==> config.mk <==
export PLATFORM = sky130hd
export DESIGN_NAME = tsch_top
export DESIGN_NICKNAME = d
export VERILOG_FILES = /design/src/common/tsch_pkg.sv /design/src/logic/tsch_cycle.sv /design/src/logic/tsch_delay.sv /design/src/logic/tsch_top.sv
export VERILOG_INCLUDE_DIRS = /design/src /design/src/common
export SDC_FILE = /design/constraint.sdc
export NUM_CORES = 1
export LEC_CHECK = 0
export ABC_AREA = 1
export ABC_CLOCK_PERIOD_IN_PS = 4500
export BUFFER_PORTS_ARGS = -buffer_cell sky130_fd_sc_hd__buf_4
export CAP_MARGIN = 20
export CELL_PAD_IN_SITES_DETAIL_PLACEMENT = 1
export CELL_PAD_IN_SITES_GLOBAL_PLACEMENT = 1
export CORE_MARGIN = 2
export CORE_UTILIZATION = 45
export CTS_BUF_LIST = sky130_fd_sc_hd__clkbuf_4
export CTS_CLUSTER_DIAMETER = 40
export CTS_CLUSTER_SIZE = 10
export DETAILED_ROUTE_END_ITERATION = 12
export GPL_TIMING_DRIVEN = 1
export PLACE_DENSITY_LB_ADDON = 0.1
export SYNTH_ARGS = -nofsm -noshare
export SYNTH_HDL_FRONTEND = slang
export SYNTH_SLANG_ARGS = --single-unit
==> constraint.sdc <==
create_clock -name clk -period 4.5 [get_ports clk]
set_input_delay 0.45 -clock clk [delete_from_list [all_inputs] [get_ports clk]]
set_output_delay 0.45 -clock clk [all_outputs]
set_load 0.02 [all_outputs]
==> src/common/tsch_map.svh <==
// Register offsets, field positions, reset values and timing counts
`ifndef TSCH_MAP_SVH
`define TSCH_MAP_SVH

`define TSCH_ADDR_W      8
`define TSCH_CFG_OFS     8'h00
`define TSCH_STAT_OFS    8'h04
`define TSCH_CNT_OFS     8'h08

`define TSCH_CFG_RST     32'h0000_0991
`define TSCH_CFG_MASK    32'h007f_0ff3
`define TSCH_F_SOC       0
`define TSCH_F_NOTEL     1
`define TSCH_F_ON_LO     4
`define TSCH_F_ON_HI     7
`define TSCH_F_OFF_LO    8
`define TSCH_F_OFF_HI    11
`define TSCH_F_CYC_LO    16
`define TSCH_F_CYC_HI    22

`define TSCH_S_OBJ       0
`define TSCH_S_ONP       1
`define TSCH_S_OFFP      2
`define TSCH_S_RAW       3

`define TSCH_CYC_MAX     7'h78
`define TSCH_CYC_STEP_S  11'h00a

`define TSCH_SEC_NS      1000000000
`define TSCH_CLK_NS      10
`define TSCH_SUB_W       27
`define TSCH_SEC_W       12
`define TSCH_CSEC_W      11
`define TSCH_CNT_W       16

`define TSCH_RESP_OK     2'h0
`define TSCH_RESP_ERR    2'h2

`define TSCH_D_NONE      12'h000
`define TSCH_D_1S        12'h001
`define TSCH_D_3S        12'h003
`define TSCH_D_5S        12'h005
`define TSCH_D_10S       12'h00a
`define TSCH_D_15S       12'h00f
`define TSCH_D_30S       12'h01e
`define TSCH_D_1M        12'h03c
`define TSCH_D_3M        12'h0b4
`define TSCH_D_5M        12'h12c
`define TSCH_D_10M       12'h258
`define TSCH_D_15M       12'h384
`define TSCH_D_30M       12'h708
`define TSCH_D_60M       12'he10

`endif

==> src/common/tsch_pkg.sv <==
// Types and decode functions of the threshold telegram scheduler
`default_nettype none
`include "tsch_map.svh"

package tsch_pkg;

    typedef enum logic {AX_IDLE, AX_RESP} tsch_axi_t;
    typedef enum logic {DL_IDLE, DL_RUN}  tsch_dly_t;
    typedef logic [3:0]                   tsch_sel_t;

    function automatic logic [`TSCH_SEC_W-1:0] tschDelaySec(
        input tsch_sel_t sel
    );
        case (sel)
            4'h0:    return `TSCH_D_NONE;
            4'h1:    return `TSCH_D_1S;
            4'h2:    return `TSCH_D_3S;
            4'h3:    return `TSCH_D_5S;
            4'h4:    return `TSCH_D_10S;
            4'h5:    return `TSCH_D_15S;
            4'h6:    return `TSCH_D_30S;
            4'h7:    return `TSCH_D_1M;
            4'h8:    return `TSCH_D_3M;
            4'h9:    return `TSCH_D_5M;
            4'ha:    return `TSCH_D_10M;
            4'hb:    return `TSCH_D_15M;
            4'hc:    return `TSCH_D_30M;
            default: return `TSCH_D_60M;
        endcase
    endfunction: tschDelaySec

    function automatic logic [`TSCH_CSEC_W-1:0] tschCycleSec(
        input logic [6:0] setting
    );
        logic [6:0] s;
        s = (setting > `TSCH_CYC_MAX) ? `TSCH_CYC_MAX : setting;
        return `TSCH_CSEC_W'(s) * `TSCH_CYC_STEP_S;
    endfunction: tschCycleSec

    function automatic logic tschHit(
        input logic [`TSCH_ADDR_W-1:0] addr,
        input logic [`TSCH_ADDR_W-1:0] ofs
    );
        return addr[`TSCH_ADDR_W-1:2] == ofs[`TSCH_ADDR_W-1:2];
    endfunction: tschHit

endpackage: tsch_pkg
`default_nettype wire

==> src/logic/tsch_cycle.sv <==
// Cyclic repeat timer of the output object
`timescale 1ns/10ps
`default_nettype none
`include "tsch_map.svh"

module tsch_cycle
    import tsch_pkg::*;
#(
    parameter int unsigned CYCLES_PER_SEC = `TSCH_SEC_NS / `TSCH_CLK_NS
)(
    input  wire logic       clk,
    input  wire logic       sys_rst,
    input  wire logic [6:0] setting,
    output logic            fire
);

    typedef struct packed {
        logic [`TSCH_SUB_W-1:0]  subCnt;
        logic [`TSCH_CSEC_W-1:0] secCnt;
        logic                    fire;
    } tsch_cyc_st_t;

    localparam logic [`TSCH_SUB_W-1:0] SUB_LAST =
        `TSCH_SUB_W'(CYCLES_PER_SEC - 1);

    tsch_cyc_st_t            st_reg;
    tsch_cyc_st_t            st_next;
    logic [`TSCH_CSEC_W-1:0] period;
    logic [`TSCH_CSEC_W-1:0] secInc;

    always_comb
    begin
        period       = tschCycleSec(setting);
        secInc       = st_reg.secCnt + `TSCH_CSEC_W'(1);
        st_next      = st_reg;
        st_next.fire = 1'b0;
        if (period == '0)
        begin
            st_next.subCnt = '0;
            st_next.secCnt = '0;
        end
        else if (st_reg.subCnt == SUB_LAST)
        begin
            st_next.subCnt = '0;
            // Runs free of change telegrams; >= catches a shortened setting
            if (secInc >= period)
            begin
                st_next.secCnt = '0;
                st_next.fire   = 1'b1;
            end
            else
            begin
                st_next.secCnt = secInc;
            end
        end
        else
        begin
            st_next.subCnt = st_reg.subCnt + `TSCH_SUB_W'(1);
        end
    end

    always_ff @(posedge clk)
    begin
        if (sys_rst)
        begin
            st_reg <= '0;
        end
        else
        begin
            st_reg <= st_next;
        end
    end

    assign fire = st_reg.fire;
endmodule: tsch_cycle
`default_nettype wire

==> src/logic/tsch_delay.sv <==
// Switch-on and switch-off delay stage of the output object
`timescale 1ns/10ps
`default_nettype none
`include "tsch_map.svh"

module tsch_delay
    import tsch_pkg::*;
#(
    parameter int unsigned CYCLES_PER_SEC = `TSCH_SEC_NS / `TSCH_CLK_NS
)(
    input  wire logic                   clk,
    input  wire logic                   sys_rst,
    input  wire logic                   rawState,
    input  wire logic [`TSCH_SEC_W-1:0] onSec,
    input  wire logic [`TSCH_SEC_W-1:0] offSec,
    output logic                        objValue,
    output logic                        changed,
    output logic                        onPending,
    output logic                        offPending
);

    typedef struct packed {
        tsch_dly_t              state;
        logic                   objValue;
        logic                   changed;
        logic [`TSCH_SUB_W-1:0] subCnt;
        logic [`TSCH_SEC_W-1:0] secCnt;
    } tsch_dly_st_t;

    localparam logic [`TSCH_SUB_W-1:0] SUB_LAST =
        `TSCH_SUB_W'(CYCLES_PER_SEC - 1);

    tsch_dly_st_t           st_reg;
    tsch_dly_st_t           st_next;
    logic [`TSCH_SEC_W-1:0] dly;
    logic [`TSCH_SEC_W-1:0] secInc;

    always_comb
    begin
        // Direction follows the applied value, not the raw input
        dly             = st_reg.objValue ? offSec : onSec;
        secInc          = st_reg.secCnt + `TSCH_SEC_W'(1);
        st_next         = st_reg;
        st_next.changed = 1'b0;
        case (st_reg.state)
            DL_IDLE:
            begin
                if (rawState != st_reg.objValue)
                begin
                    if (dly == `TSCH_D_NONE)
                    begin
                        st_next.objValue = rawState;
                        st_next.changed  = 1'b1;
                    end
                    else
                    begin
                        // Own prescaler restarts so a full delay elapses
                        st_next.state  = DL_RUN;
                        st_next.subCnt = '0;
                        st_next.secCnt = '0;
                    end
                end
            end
            DL_RUN:
            begin
                if (rawState == st_reg.objValue)
                begin
                    st_next.state = DL_IDLE;
                end
                else if (st_reg.subCnt == SUB_LAST)
                begin
                    st_next.subCnt = '0;
                    if (secInc >= dly)
                    begin
                        st_next.objValue = rawState;
                        st_next.changed  = 1'b1;
                        st_next.state    = DL_IDLE;
                    end
                    else
                    begin
                        st_next.secCnt = secInc;
                    end
                end
                else
                begin
                    st_next.subCnt = st_reg.subCnt + `TSCH_SUB_W'(1);
                end
            end
            default:
            begin
                st_next.state = DL_IDLE;
            end
        endcase
    end

    always_ff @(posedge clk)
    begin
        if (sys_rst)
        begin
            st_reg <= '{state: DL_IDLE, default: '0};
        end
        else
        begin
            st_reg <= st_next;
        end
    end

    assign objValue   = st_reg.objValue;
    assign changed    = st_reg.changed;
    assign onPending  = (st_reg.state == DL_RUN) && !st_reg.objValue;
    assign offPending = (st_reg.state == DL_RUN) && st_reg.objValue;
endmodule: tsch_delay
`default_nettype wire

==> src/logic/tsch_top.sv <==
// Threshold telegram scheduler with its AXI4-Lite register slave
`timescale 1ns/10ps
`default_nettype none
`include "tsch_map.svh"

module tsch_top
    import tsch_pkg::*;
#(
    parameter int unsigned CYCLES_PER_SEC = `TSCH_SEC_NS / `TSCH_CLK_NS
)(
    input  wire logic                    clk,
    input  wire logic                    sys_rst,
    input  wire logic [`TSCH_ADDR_W-1:0] s_axi_awaddr,
    input  wire logic                    s_axi_awvalid,
    output logic                         s_axi_awready,
    input  wire logic [31:0]             s_axi_wdata,
    input  wire logic [3:0]              s_axi_wstrb,
    input  wire logic                    s_axi_wvalid,
    output logic                         s_axi_wready,
    output logic [1:0]                   s_axi_bresp,
    output logic                         s_axi_bvalid,
    input  wire logic                    s_axi_bready,
    input  wire logic [`TSCH_ADDR_W-1:0] s_axi_araddr,
    input  wire logic                    s_axi_arvalid,
    output logic                         s_axi_arready,
    output logic [31:0]                  s_axi_rdata,
    output logic [1:0]                   s_axi_rresp,
    output logic                         s_axi_rvalid,
    input  wire logic                    s_axi_rready,
    input  wire logic                    thresholdRaw,
    input  wire logic                    conditionMet,
    output logic                         objectValue,
    output logic                         telegramStrobe,
    output logic                         telegramValue,
    output logic                         telegramCyclic
);

    typedef struct packed {
        tsch_axi_t               wrState;
        logic                    awHave;
        logic [`TSCH_ADDR_W-1:0] awAddr;
        logic                    wHave;
        logic [31:0]             wData;
        logic [3:0]              wStrb;
        logic [1:0]              bResp;
        tsch_axi_t               rdState;
        logic [31:0]             rData;
        logic [1:0]              rResp;
        logic [31:0]             cfg;
        logic                    telStrobe;
        logic                    telValue;
        logic                    telCyclic;
        logic [`TSCH_CNT_W-1:0]  telCount;
    } tsch_top_st_t;

    tsch_top_st_t st_reg;
    tsch_top_st_t st_next;
    logic         objValue;
    logic         changed;
    logic         onPending;
    logic         offPending;
    logic         cycleFire;
    logic         chgSend;
    logic         cycSend;
    logic [31:0]  statWord;
    logic [31:0]  newCfg;
    logic [6:0]   cycSet;

    tsch_delay #(
        .CYCLES_PER_SEC (CYCLES_PER_SEC)
    ) u_delay (
        .clk        (clk),
        .sys_rst    (sys_rst),
        .rawState   (thresholdRaw),
        .onSec      (tschDelaySec(st_reg.cfg[`TSCH_F_ON_HI:`TSCH_F_ON_LO])),
        .offSec     (tschDelaySec(st_reg.cfg[`TSCH_F_OFF_HI:`TSCH_F_OFF_LO])),
        .objValue   (objValue),
        .changed    (changed),
        .onPending  (onPending),
        .offPending (offPending)
    );

    tsch_cycle #(
        .CYCLES_PER_SEC (CYCLES_PER_SEC)
    ) u_cycle (
        .clk     (clk),
        .sys_rst (sys_rst),
        .setting (st_reg.cfg[`TSCH_F_CYC_HI:`TSCH_F_CYC_LO]),
        .fire    (cycleFire)
    );

    assign s_axi_awready = (st_reg.wrState == AX_IDLE) && !st_reg.awHave;
    assign s_axi_wready  = (st_reg.wrState == AX_IDLE) && !st_reg.wHave;
    assign s_axi_bvalid  = (st_reg.wrState == AX_RESP);
    assign s_axi_bresp   = st_reg.bResp;
    assign s_axi_arready = (st_reg.rdState == AX_IDLE);
    assign s_axi_rvalid  = (st_reg.rdState == AX_RESP);
    assign s_axi_rdata   = st_reg.rData;
    assign s_axi_rresp   = st_reg.rResp;

    always_comb
    begin
        st_next  = st_reg;
        statWord = '0;
        statWord[`TSCH_S_OBJ]  = objValue;
        statWord[`TSCH_S_ONP]  = onPending;
        statWord[`TSCH_S_OFFP] = offPending;
        statWord[`TSCH_S_RAW]  = thresholdRaw;
        newCfg = st_reg.cfg;
        cycSet = '0;

        // Write channel: address and data taken in either order
        if (st_reg.wrState == AX_IDLE)
        begin
            if (s_axi_awvalid && s_axi_awready)
            begin
                st_next.awHave = 1'b1;
                st_next.awAddr = s_axi_awaddr;
            end
            if (s_axi_wvalid && s_axi_wready)
            begin
                st_next.wHave = 1'b1;
                st_next.wData = s_axi_wdata;
                st_next.wStrb = s_axi_wstrb;
            end
            if (st_next.awHave && st_next.wHave)
            begin
                st_next.awHave  = 1'b0;
                st_next.wHave   = 1'b0;
                st_next.wrState = AX_RESP;
                st_next.bResp   = `TSCH_RESP_OK;
                if (tschHit(st_next.awAddr, `TSCH_CFG_OFS))
                begin
                    for (int b = 0; b < 4; b++)
                    begin
                        if (st_next.wStrb[b])
                        begin
                            newCfg[b*8 +: 8] = st_next.wData[b*8 +: 8];
                        end
                    end
                    newCfg = newCfg & `TSCH_CFG_MASK;
                    cycSet = newCfg[`TSCH_F_CYC_HI:`TSCH_F_CYC_LO];
                    // Out-of-range interval clamps to the top setting
                    if (cycSet > `TSCH_CYC_MAX)
                    begin
                        newCfg[`TSCH_F_CYC_HI:`TSCH_F_CYC_LO] = `TSCH_CYC_MAX;
                    end
                    st_next.cfg = newCfg;
                end
                else if (!tschHit(st_next.awAddr, `TSCH_STAT_OFS) &&
                         !tschHit(st_next.awAddr, `TSCH_CNT_OFS))
                begin
                    st_next.bResp = `TSCH_RESP_ERR;
                end
            end
        end
        else if (s_axi_bready)
        begin
            st_next.wrState = AX_IDLE;
        end

        // Read channel
        if (st_reg.rdState == AX_IDLE)
        begin
            if (s_axi_arvalid)
            begin
                st_next.rdState = AX_RESP;
                st_next.rResp   = `TSCH_RESP_OK;
                if (tschHit(s_axi_araddr, `TSCH_CFG_OFS))
                begin
                    st_next.rData = st_reg.cfg;
                end
                else if (tschHit(s_axi_araddr, `TSCH_STAT_OFS))
                begin
                    st_next.rData = statWord;
                end
                else if (tschHit(s_axi_araddr, `TSCH_CNT_OFS))
                begin
                    st_next.rData = 32'(st_reg.telCount);
                end
                else
                begin
                    st_next.rData = '0;
                    st_next.rResp = `TSCH_RESP_ERR;
                end
            end
        end
        else if (s_axi_rready)
        begin
            st_next.rdState = AX_IDLE;
        end

        // Telegram scheduling; a coinciding change and cycle send once
        chgSend = changed && st_reg.cfg[`TSCH_F_SOC];
        cycSend = cycleFire &&
                  !(st_reg.cfg[`TSCH_F_NOTEL] && conditionMet);
        st_next.telStrobe = chgSend || cycSend;
        if (st_next.telStrobe)
        begin
            // Delayed value stays old until the delay stage applies it
            st_next.telValue  = objValue;
            st_next.telCyclic = !chgSend;
            st_next.telCount  = st_reg.telCount + `TSCH_CNT_W'(1);
        end
    end

    always_ff @(posedge clk)
    begin
        if (sys_rst)
        begin
            st_reg <= '{wrState: AX_IDLE, rdState: AX_IDLE,
                        cfg: `TSCH_CFG_RST, default: '0};
        end
        else
        begin
            st_reg <= st_next;
        end
    end

    assign objectValue    = objValue;
    assign telegramStrobe = st_reg.telStrobe;
    assign telegramValue  = st_reg.telValue;
    assign telegramCyclic = st_reg.telCyclic;
endmodule: tsch_top
`default_nettype wire

==> Word-level counts from Yosys, hierarchy flattened <==
Memories as Yosys holds them, arrays and structs flattened. A register that Yosys moved wholly into a read port is not among the register bits.
Cells that the tools add are included.
{ "totals": {"wordCells": 134, "input_bits": 61, "mem_bits_ro": 384, "reg_bits": 184, "memories": 2, "out_inout_bits": 45} }
{ "classes": {"eq_ne": 15, "n_addsub": 5, "mul": 1, "order_cmp": 4, "n_reduce_logical": 34, "bitwise_logic": 4, "mux": 44} }
{ "mem_list": {"columns": ["memory", "depth", "word_bits", "read_ports", "rd_clocked_by_memory_dff", "write_ports", "line", "text"], "rows": [
  ["(name not given)", 16, 12, 1, 1, 0, "tsch_pkg.sv:14", "case (sel)"],
  ["(name not given)", 16, 12, 1, 1, 0, "tsch_pkg.sv:14", null]
]} }
{ "ops": {"columns": ["cell", "n"], "rows": [
  ["$pmux W42 S2", 1],
  ["$mux W37", 2],
  ["$add A27 B1 Y27 const B", 2],
  ["$eq A27 B27 Y1 const B", 2],
  ["$mux W42", 1],
  ["$mux W7", 6],
  ["$mux W41", 1],
  ["$mux W39", 1],
  ["$mux W12", 3],
  ["$mux W35", 1],
  ["$mux W16", 2],
  ["$mux W27", 1],
  ["$mux W23", 1],
  ["$mux W9", 2],
  ["$add A16 B1 Y16 const B", 1],
  ["$mux W4", 4],
  ["$gt A7 B7 Y1 const B", 2],
  ["$mux W2", 7],
  ["$add A12 B1 Y12 const B", 1],
  ["$eq A6 B1 Y1 const B", 2],
  ["$eq A6 B2 Y1 const B", 2],
  ["$ge A12 B12 Y1", 1],
  ["$logic_not A12 Y1", 1],
  ["$logic_not A6 Y1", 2],
  ["21 further kinds", 58]
]} }

==> Depth between registers and ports, before layout <==
Gate-level depths: netlist of the first run.
{ "depth": {"word_depth": 11, "mapped_depth": 24, "depth_no_buf": 23} }

==> Hierarchy <==
Synthesis of the first run repeated with hierarchy kept, for this count alone.
{ "hier_totals": {"cells_unflattened": 1724, "area_unflattened_um2": 11851.4} }
{ "modules_own_cells": {"columns": ["module", "seq_area_each_um2", "n_inst", "area_per_inst_um2", "cells_each"], "rows": [
  ["tsch_top", 2302.2, 1, 5241.3, 669],
  ["tsch_delay", 840.8, 1, 3595.9, 599],
  ["tsch_cycle", 780.7, 1, 3014.1, 456]
]} }

==> Worst setup path before layout of the first run <==
OpenSTA, ideal clock, no wires.
{ "synth_path": {"path_type": "register -> register", "from": "reg st_reg[41] (netlist bit)", "to": "reg u_cycle.st_reg[1] (netlist bit)", "n_path_buf": 1, "slack_ps": 683, "stages_incl_launch_ff": 25, "setup_time_ps": 120, "t_required_ps": 4380, "arrival_ps": 3697, "period_less_slack_ps": 3817, "path_cell_list": "dfxtp_1 inv_1 nor3_1 o21ai_0 nand2_1 inv_1 ha_1 ha_1 inv_1 fa_1 o21ai_0 nand2_1 inv_1 nor2_1 nor2_1 inv_1 ha_1 inv_1 nor2_1 or3b_2 inv_1 nor2_1 clkbuf_1 nand3b_1 a21oi_1"} }
{ "synth_via": {"elab_chain_len": 5, "word_cells_on_any_way": 7, "classes_between": "mul: 1; order compare: 2; mux: 2; reduce/logical: 2"} }
{ "synth_lines": {"columns": ["element", "line", "text"], "rows": [
  ["start, declared", "tsch_top.sv:56", "tsch_top_st_t st_reg;"],
  ["start signal, assigned", "tsch_top.sv:211", "st_reg <= '{wrState: AX_IDLE, rdState: AX_IDLE,"],
  ["start signal, assigned", "tsch_top.sv:216", "st_reg <= st_next;"],
  ["$gt A7 B7 Y1 (no source line)", null, null],
  ["$mux W7 (*)", "tsch_pkg.sv:36", "s = (setting > `TSCH_CYC_MAX) ? `TSCH_CYC_MAX : setting;"],
  ["$mul A7 B3 Y10 (no source line) (*)", null, null],
  ["$ge A11 B11 Y1 or $logic_not A11 Y1 (tied branches)", "tsch_cycle.sv:46, tsch_cycle.sv:37", null],
  ["$mux W11 or $reduce_or A2 Y1 (tied branches)", null, null],
  ["end signal, assigned", "tsch_cycle.sv:70", "st_reg <= st_next;"],
  ["end, declared", "tsch_cycle.sv:26", "tsch_cyc_st_t st_reg;"]
]} }
Every way passes the cells marked *; elsewhere a longest branch is shown, timed or not.
A chain may end at the register's enable or synchronous reset.

==> Worst setup path in the final report of the first run <==
{ "layout_path": {"from": "reg st_reg[38] (netlist bit)", "to": "reg u_cycle.st_reg[6] (netlist bit)"} }
The elaborated chain is that of the path after synthesis.

==> results_dict.tcl, run 1 <==
set metrics [dict create \
    startpoint "st_reg[38]" \
    drc 0 \
    clk_latency_ns 0.63 \
    grt_max_degree 75 \
    max_slew_margin_pct 40.5 \
    synth-seq-cells 196 \
    worstRegToRegCells 24 \
    synth_edf_count 0 \
    drv_slew 0 \
    synth_area_per_cell_um2 6.94 \
    synth_top_area_share_pct 35.5 \
    fin_nets 1727 \
    fmax_mhz 246 \
    ys_types 51 \
    drv_cap 0 \
    setup_viol 0 \
    initial_core_util_pct 45.6 \
    ios 106 \
    clock-root-buffer "clkbuf_4" \
    worst_ir_drop_vdd_uv 149 \
    ys.flop_type "dfxtp_1" \
    cts_buffers 17 \
    grt_usage_pct 23.8 \
    total_power_mw 3.38 \
    cp-end-kind "register" \
    fin_crit_sh_pct 90.4 \
    start_kind "register" \
    reg2reg_from "st_reg[38]" \
    hold_viol 0 \
    crit_fanout 12 \
    largest_reg_flops 61 \
    synth_async_sr_flop_share_pct 0 \
    core_area_um2 24200 \
    drive_above_1_share_pct 11.1 \
    clk_pin_slew_ns 0.21 \
    hold_start "s_axi_wdata[19]" \
    wire_per_inst_um 15.2 \
    die_x_um 161 \
    p_per_area_nw_per_um2 282 \
    viasPerCell 5.18 \
    num_rows 57 \
    fillers 3228 \
    drt_pass1_iterations 7 \
    synth_warnings 0 \
    routed_wl_um 29700 \
    tightest_slew_ns 0.893 \
    clk_path_buf_depth 2 \
    cts_tree "done" \
    clock_sinks 196 \
    syn-cell-area_um2 11100 \
    synthTopCellsByArea "dfxtp_1 35%, nand2_1 11%, nor2_1 6.7%" \
    yosysSeqAreaShare_pct 35.5 \
    fin_crit_ns 4.07 \
    path_class "reg2reg" \
    rsz0062_at_grt "false" \
    gp_congestion 0.885 \
    htree_num_levels 4 \
    place_hpwl_um 22300 \
    hold_class "in2reg" \
    io_buffers 74 \
    postCtsSetupBuffers 0 \
    antenna_found_initial 1 \
    min_path_cells 3 \
    yosysTopAreaCell "dfxtp_1" \
    synth_cells 1595 \
    area.growth.synth_to_final_pct 8.02 \
    p_leak_nw 5.01 \
    drtAntennaViolNets 0 \
    worstPathRequired_ns 4.99 \
    first_iter_violations 382 \
    finalSetupTns_ns 0 \
    clock_skew_ns 0.0550 \
    grt_pass1_vias 10600 \
    via_count 10100 \
    arrival_ns 4.56 \
    grt.overflow.total 0 \
    outcome "complete, no violations" \
    die_area_um2 25900 \
    grt_pass1_wl_um 50900 \
    die_h_um 161 \
]
-- layout by cell type, fill, tap and decap left out, drive strengths merged, types with 2 or more instances in the layout --
master  count
o21ai      71
a21oi     100
mux2i       6
nor2      209
nand2     343
xor2       36
ha         44
buf        84
nand4      52
inv       212
xnor2       9
nor3       48
nand3     111
clkbuf     17
a211oi      8
o21a        9
o211ai      2
a31oi       2
nand3b      9
conb       11
o221ai      8
dfxtp     196
nor3b       3
nor4       11
clkinv      9
or2        14
-- Yosys cell counts (all sizes together), types with 30 or more instances --
library cell  count
a21oi           100
buf              58
clkbuf           30
dfxtp           196
ha               44
inv             203
nand2           343
nand3           111
nand4            52
nor2            209
nor3             48
o21ai            71
xor2             36
-- routing by layer --
layer,global-route usage (%),share of wire [%],up-vias
met3,3.20,2.2,26
li1,-,-,5162
met5,0,0,-
met4,5.36,1.2,0
met2,44.2,51,105
met1,29.3,46,4853
-- report_power, final --
group          leakage [nW]  internal (mW)  total, mW  switching [mW]
Combinational          3.24          0.159      0.483           0.324
Sequential             1.59           1.80       1.82          0.0287
Clock                 0.175          0.322       1.07           0.746
Total                  5.01           2.28       3.38            1.10
-- area by class of cell --
| type | instances | area, um^2 | share of cell area, % |
|---|---|---|---|
| multi-input cells | 1114 | 5870 | 49.1 |
| flip-flops and latches | 196 | 3930 | 32.9 |
| inverters | 207 | 778 | 6.51 |
| repair buffers | 85 | 641 | 5.36 |
| well taps | 324 | 405 | 3.39 |
| clock inverters | 15 | 203 | 1.70 |
| clock buffers | 17 | 128 | 1.07 |
| diodes | 1 | 2.50 | 0.0209 |
-- path summary, 6_finish.rpt --
path / to / slack, ns
max: u_cycle.st_reg[6] / 0.43
min: st_reg[111] / 0.07
max reg2reg: u_cycle.st_reg[6] / 0.43
min reg2reg: u_cycle.st_reg[12] / 0.47
-- repair_timing --
action | in CTS | in global routing
setup endpoints to repair | 0 | 12
hold endpoints to repair | 3 | 0
gates resized for setup | 0 | 5
hold buffers | 1 | 0
-- cell families (layout without fill, tap and decap cells) --
kind of cell             Yosys count  count (layout)  synth area share (%)
adder cells (fa/ha/maj)           45              45                  5.16
buffers and inverters            295             324                  11.9
other                              1              12                0.0339
flip-flops                       196             196                  35.5
multiplexers                       6               6                 0.543
XOR/XNOR                          45              45                  3.56
AND/OR/NAND/NOR                  803             803                  33.2
AO/OA/AOI/OAI                    204             204                  10.1
-- critical path, cell delays in order (launching register included) --
cell	delay [ns]
dfxtp_1	0.45
inv_1	0.12
nor3_4	0.24
o21ai_0	0.12
nand2_1	0.13
inv_1	0.06
ha_1	0.27
ha_1	0.19
inv_1	0.06
fa_1	0.41
o21ai_1	0.18
nand2_1	0.07
inv_1	0.07
nor2_1	0.04
nor2_1	0.13
inv_1	0.06
ha_1	0.32
inv_1	0.07
nor2_1	0.10
or3b_2	0.44
inv_1	0.07
nor2_1	0.04
buf_4	0.17
nand3_1	0.08
a21oi_1	0.07
-- per-stage QoR --
step	utilization, %	hold slack [ns]	cell area (um^2)	instances	setup WS [ns]
after detailed placement	47.8	0.441	11600	1925	0.191
after floorplan	-	0.417	11100	1605	0.683
after global placement	47.8	0.431	11600	1925	0.341
after CTS	49.2	0.0420	11900	1958	0.143
after global routing	49.3	0.0441	12000	1959	0.0260
final	49.3	0.0749	12000	1959	0.433
(Power assumes the default switching activity.)
==> inputs of run 2 (changes only) <==
Settings changed: REMOVE_ABC_BUFFERS set to 1.
==> results_dict.tcl, run 2 (synthesis gave the netlist of run 1 again) <==
set metrics [dict create \
    setup_viol 0 \
    finalSetupTns_ns 0 \
    fin_crit_sh_pct 90.2 \
    drtAntennaViolNets 0 \
    area.growth.synth_to_final_pct 7.19 \
    fin_crit_ns 4.06 \
    worstPathRequired_ns 4.94 \
    first_iter_violations 542 \
    fin_nets 1724 \
    rsz0062_at_grt "false" \
    crit_top_cell "inv_1" \
    gp_congestion 0.840 \
    largest_reg_flops 61 \
    clock_skew_ns 0.0391 \
    path_class "reg2reg" \
    critical-path-max-stage-delay_ns 0.44 \
    grt_usage_pct 23.5 \
    die_area_um2 25900 \
    p_leak_nw 4.96 \
    startpoint "st_reg[41]" \
    initial_core_util_pct 45.6 \
    hold_class "in2reg" \
    start_kind "register" \
    postCtsSetupBuffers 0 \
    hold_start "s_axi_wdata[17]" \
    min_path_cells 3 \
    fmax_mhz 246 \
    grt.overflow.total 0 \
    clk_latency_ns 0.59 \
    via_count 10100 \
    p_per_area_nw_per_um2 275 \
    arrival_ns 4.50 \
    hold_path_end "st_reg[109]" \
    antenna_found_initial 1 \
    grt_max_degree 78 \
    mostFrequentLayoutCell "nand2_1" \
    routed_wl_um 29500 \
    die_x_um 161 \
    max_slew_margin_pct 37.1 \
    num_rows 57 \
    most-common-layout-cells "327 x nand2_1, 197 x nor2_1, 196 x inv_1, 196 x dfxtp_1, 104 x nand3_1" \
    path_cells "inv_1 > nor3_4 > o21ai_0 > nand2_1 > inv_1 > ha_1 > ha_1 > inv_1 > fa_1 > o21ai_1 > nand2_1 > inv_1 > nor2_1 > nor2_1 > inv_1 > ha_1 > inv_1 > nor2_1 > or3b_2 > inv_1 > nor2_1 > buf_4 > nand3_1 > a21oi_1" \
    io_buffers 74 \
    die_h_um 161 \
    clk_path_buf_depth 2 \
    cp-end-kind "register" \
    critPathTopFamily "simple AND/OR/NAND/NOR gates" \
    viasPerCell 5.18 \
    cts_buffers 17 \
    cp.buffers_inverters 8 \
    grt_pass1_wl_um 49900 \
    tightest_slew_ns 0.944 \
    reg2reg_from "st_reg[41]" \
    worstRegToRegCells 24 \
    drv_slew 0 \
    core_area_um2 24200 \
    clock-root-buffer "clkbuf_4" \
    total_power_mw 3.26 \
    drc 0 \
    ios 106 \
    drive_above_1_share_pct 10.9 \
    place_hpwl_um 22300 \
    crit_fanout 12 \
    clock_sinks 196 \
    rrSetupSlack_ns 0.44 \
    hold_viol 0 \
    clk_pin_slew_ns 0.16 \
    outcome "complete, no violations" \
    drv_cap 0 \
    reg2reg_to "u_cycle.st_reg[11]" \
    grt_pass1_vias 10100 \
    drt_pass1_iterations 5 \
    cts_tree "done" \
    worst_ir_drop_vdd_uv 162 \
    crit_slowest_cell "or3b_2" \
    htree_num_levels 4 \
    wire_per_inst_um 15.1 \
]
-- run 2: changes by cell type in the layout (fill, tap and decap cells not counted), sizes merged --
cell         previous run  this run
dlygate4sd3             1         0
buf                    84        82
inv                   212       213
clkinvlp                0         2
clkinv                  9         5
-- run 2: where the power goes --
part | total [mW] | internal [mW] | switching [mW]
Combinational | 0.478 | 0.159 | 0.319
Clock | 0.960 | 0.290 | 0.670
Sequential | 1.83 | 1.79 | 0.0306
-- run 2: worst max-delay path by stage --
stage / endpoint / slack (ns) / cells after the start
after detailed placement: u_cycle.st_reg[3] / 0.25 / 24
after global placement: u_cycle.st_reg[1] / 0.36 / 24
after floorplan: u_cycle.st_reg[11] / 0.74 / 23
final: u_cycle.st_reg[11] / 0.44 / 24
after CTS: u_cycle.st_reg[11] / 0.20 / 24
after global routing: u_cycle.st_reg[10] / 0.004 / 24
-- run 2: worst register-to-register path: stages, from the launching register on --
cell and delay, ns:
dfxtp_1 0.40, inv_1 0.15, nor3_4 0.25, o21ai_0 0.11, nand2_1 0.12, inv_1 0.06
ha_1 0.27, ha_1 0.19, inv_1 0.07, fa_1 0.41, o21ai_1 0.19, nand2_1 0.07
inv_1 0.07, nor2_1 0.04, nor2_1 0.12, inv_1 0.07, ha_1 0.31, inv_1 0.07
nor2_1 0.10, or3b_2 0.44, inv_1 0.06, nor2_1 0.04, buf_4 0.17, nand3_1 0.09
a21oi_1 0.06
-- run 2: repair_timing --
item                       CTS  global route
hold buffers                 0             0
setup endpoints to repair    0            12
resized for setup            0             3
-- run 2: layout make-up --
class / instances / area [um^2]
fillers: 3283 / 12400
multi-input cells: 1114 / 5870
flip-flops and latches: 196 / 3920
inverters: 207 / 778
repair buffers: 82 / 616
well taps: 324 / 405
clock inverters: 14 / 139
clock buffers: 17 / 128
diodes: 1 / 2.50
-- run 2: layer usage --
metal | wire length, um | vias up | global-route usage [%]
met5 | 0 | - | 0
met1 | 14300 | 4824 | 31.3
met4 | 243 | 0 | 3.81
li1 | - | 5166 | -
met2 | 14000 | 128 | 40.9
met3 | 970 | 17 | 3.51
-- run 2: stage by stage --
stage | util, % | hold WS (ns) | std cells | setup WS [ns] | area (um^2)
final | 48.9 | 0.119 | 1955 | 0.442 | 11900
after global routing | 48.9 | 0.0849 | 1955 | 0.00361 | 11900
after CTS | 48.8 | 0.0757 | 1954 | 0.196 | 11800
after detailed placement | 47.8 | 0.444 | 1923 | 0.255 | 11600
after global placement | 47.8 | 0.433 | 1923 | 0.359 | 11600
after floorplan | - | 0.418 | 1517 | 0.739 | 10600
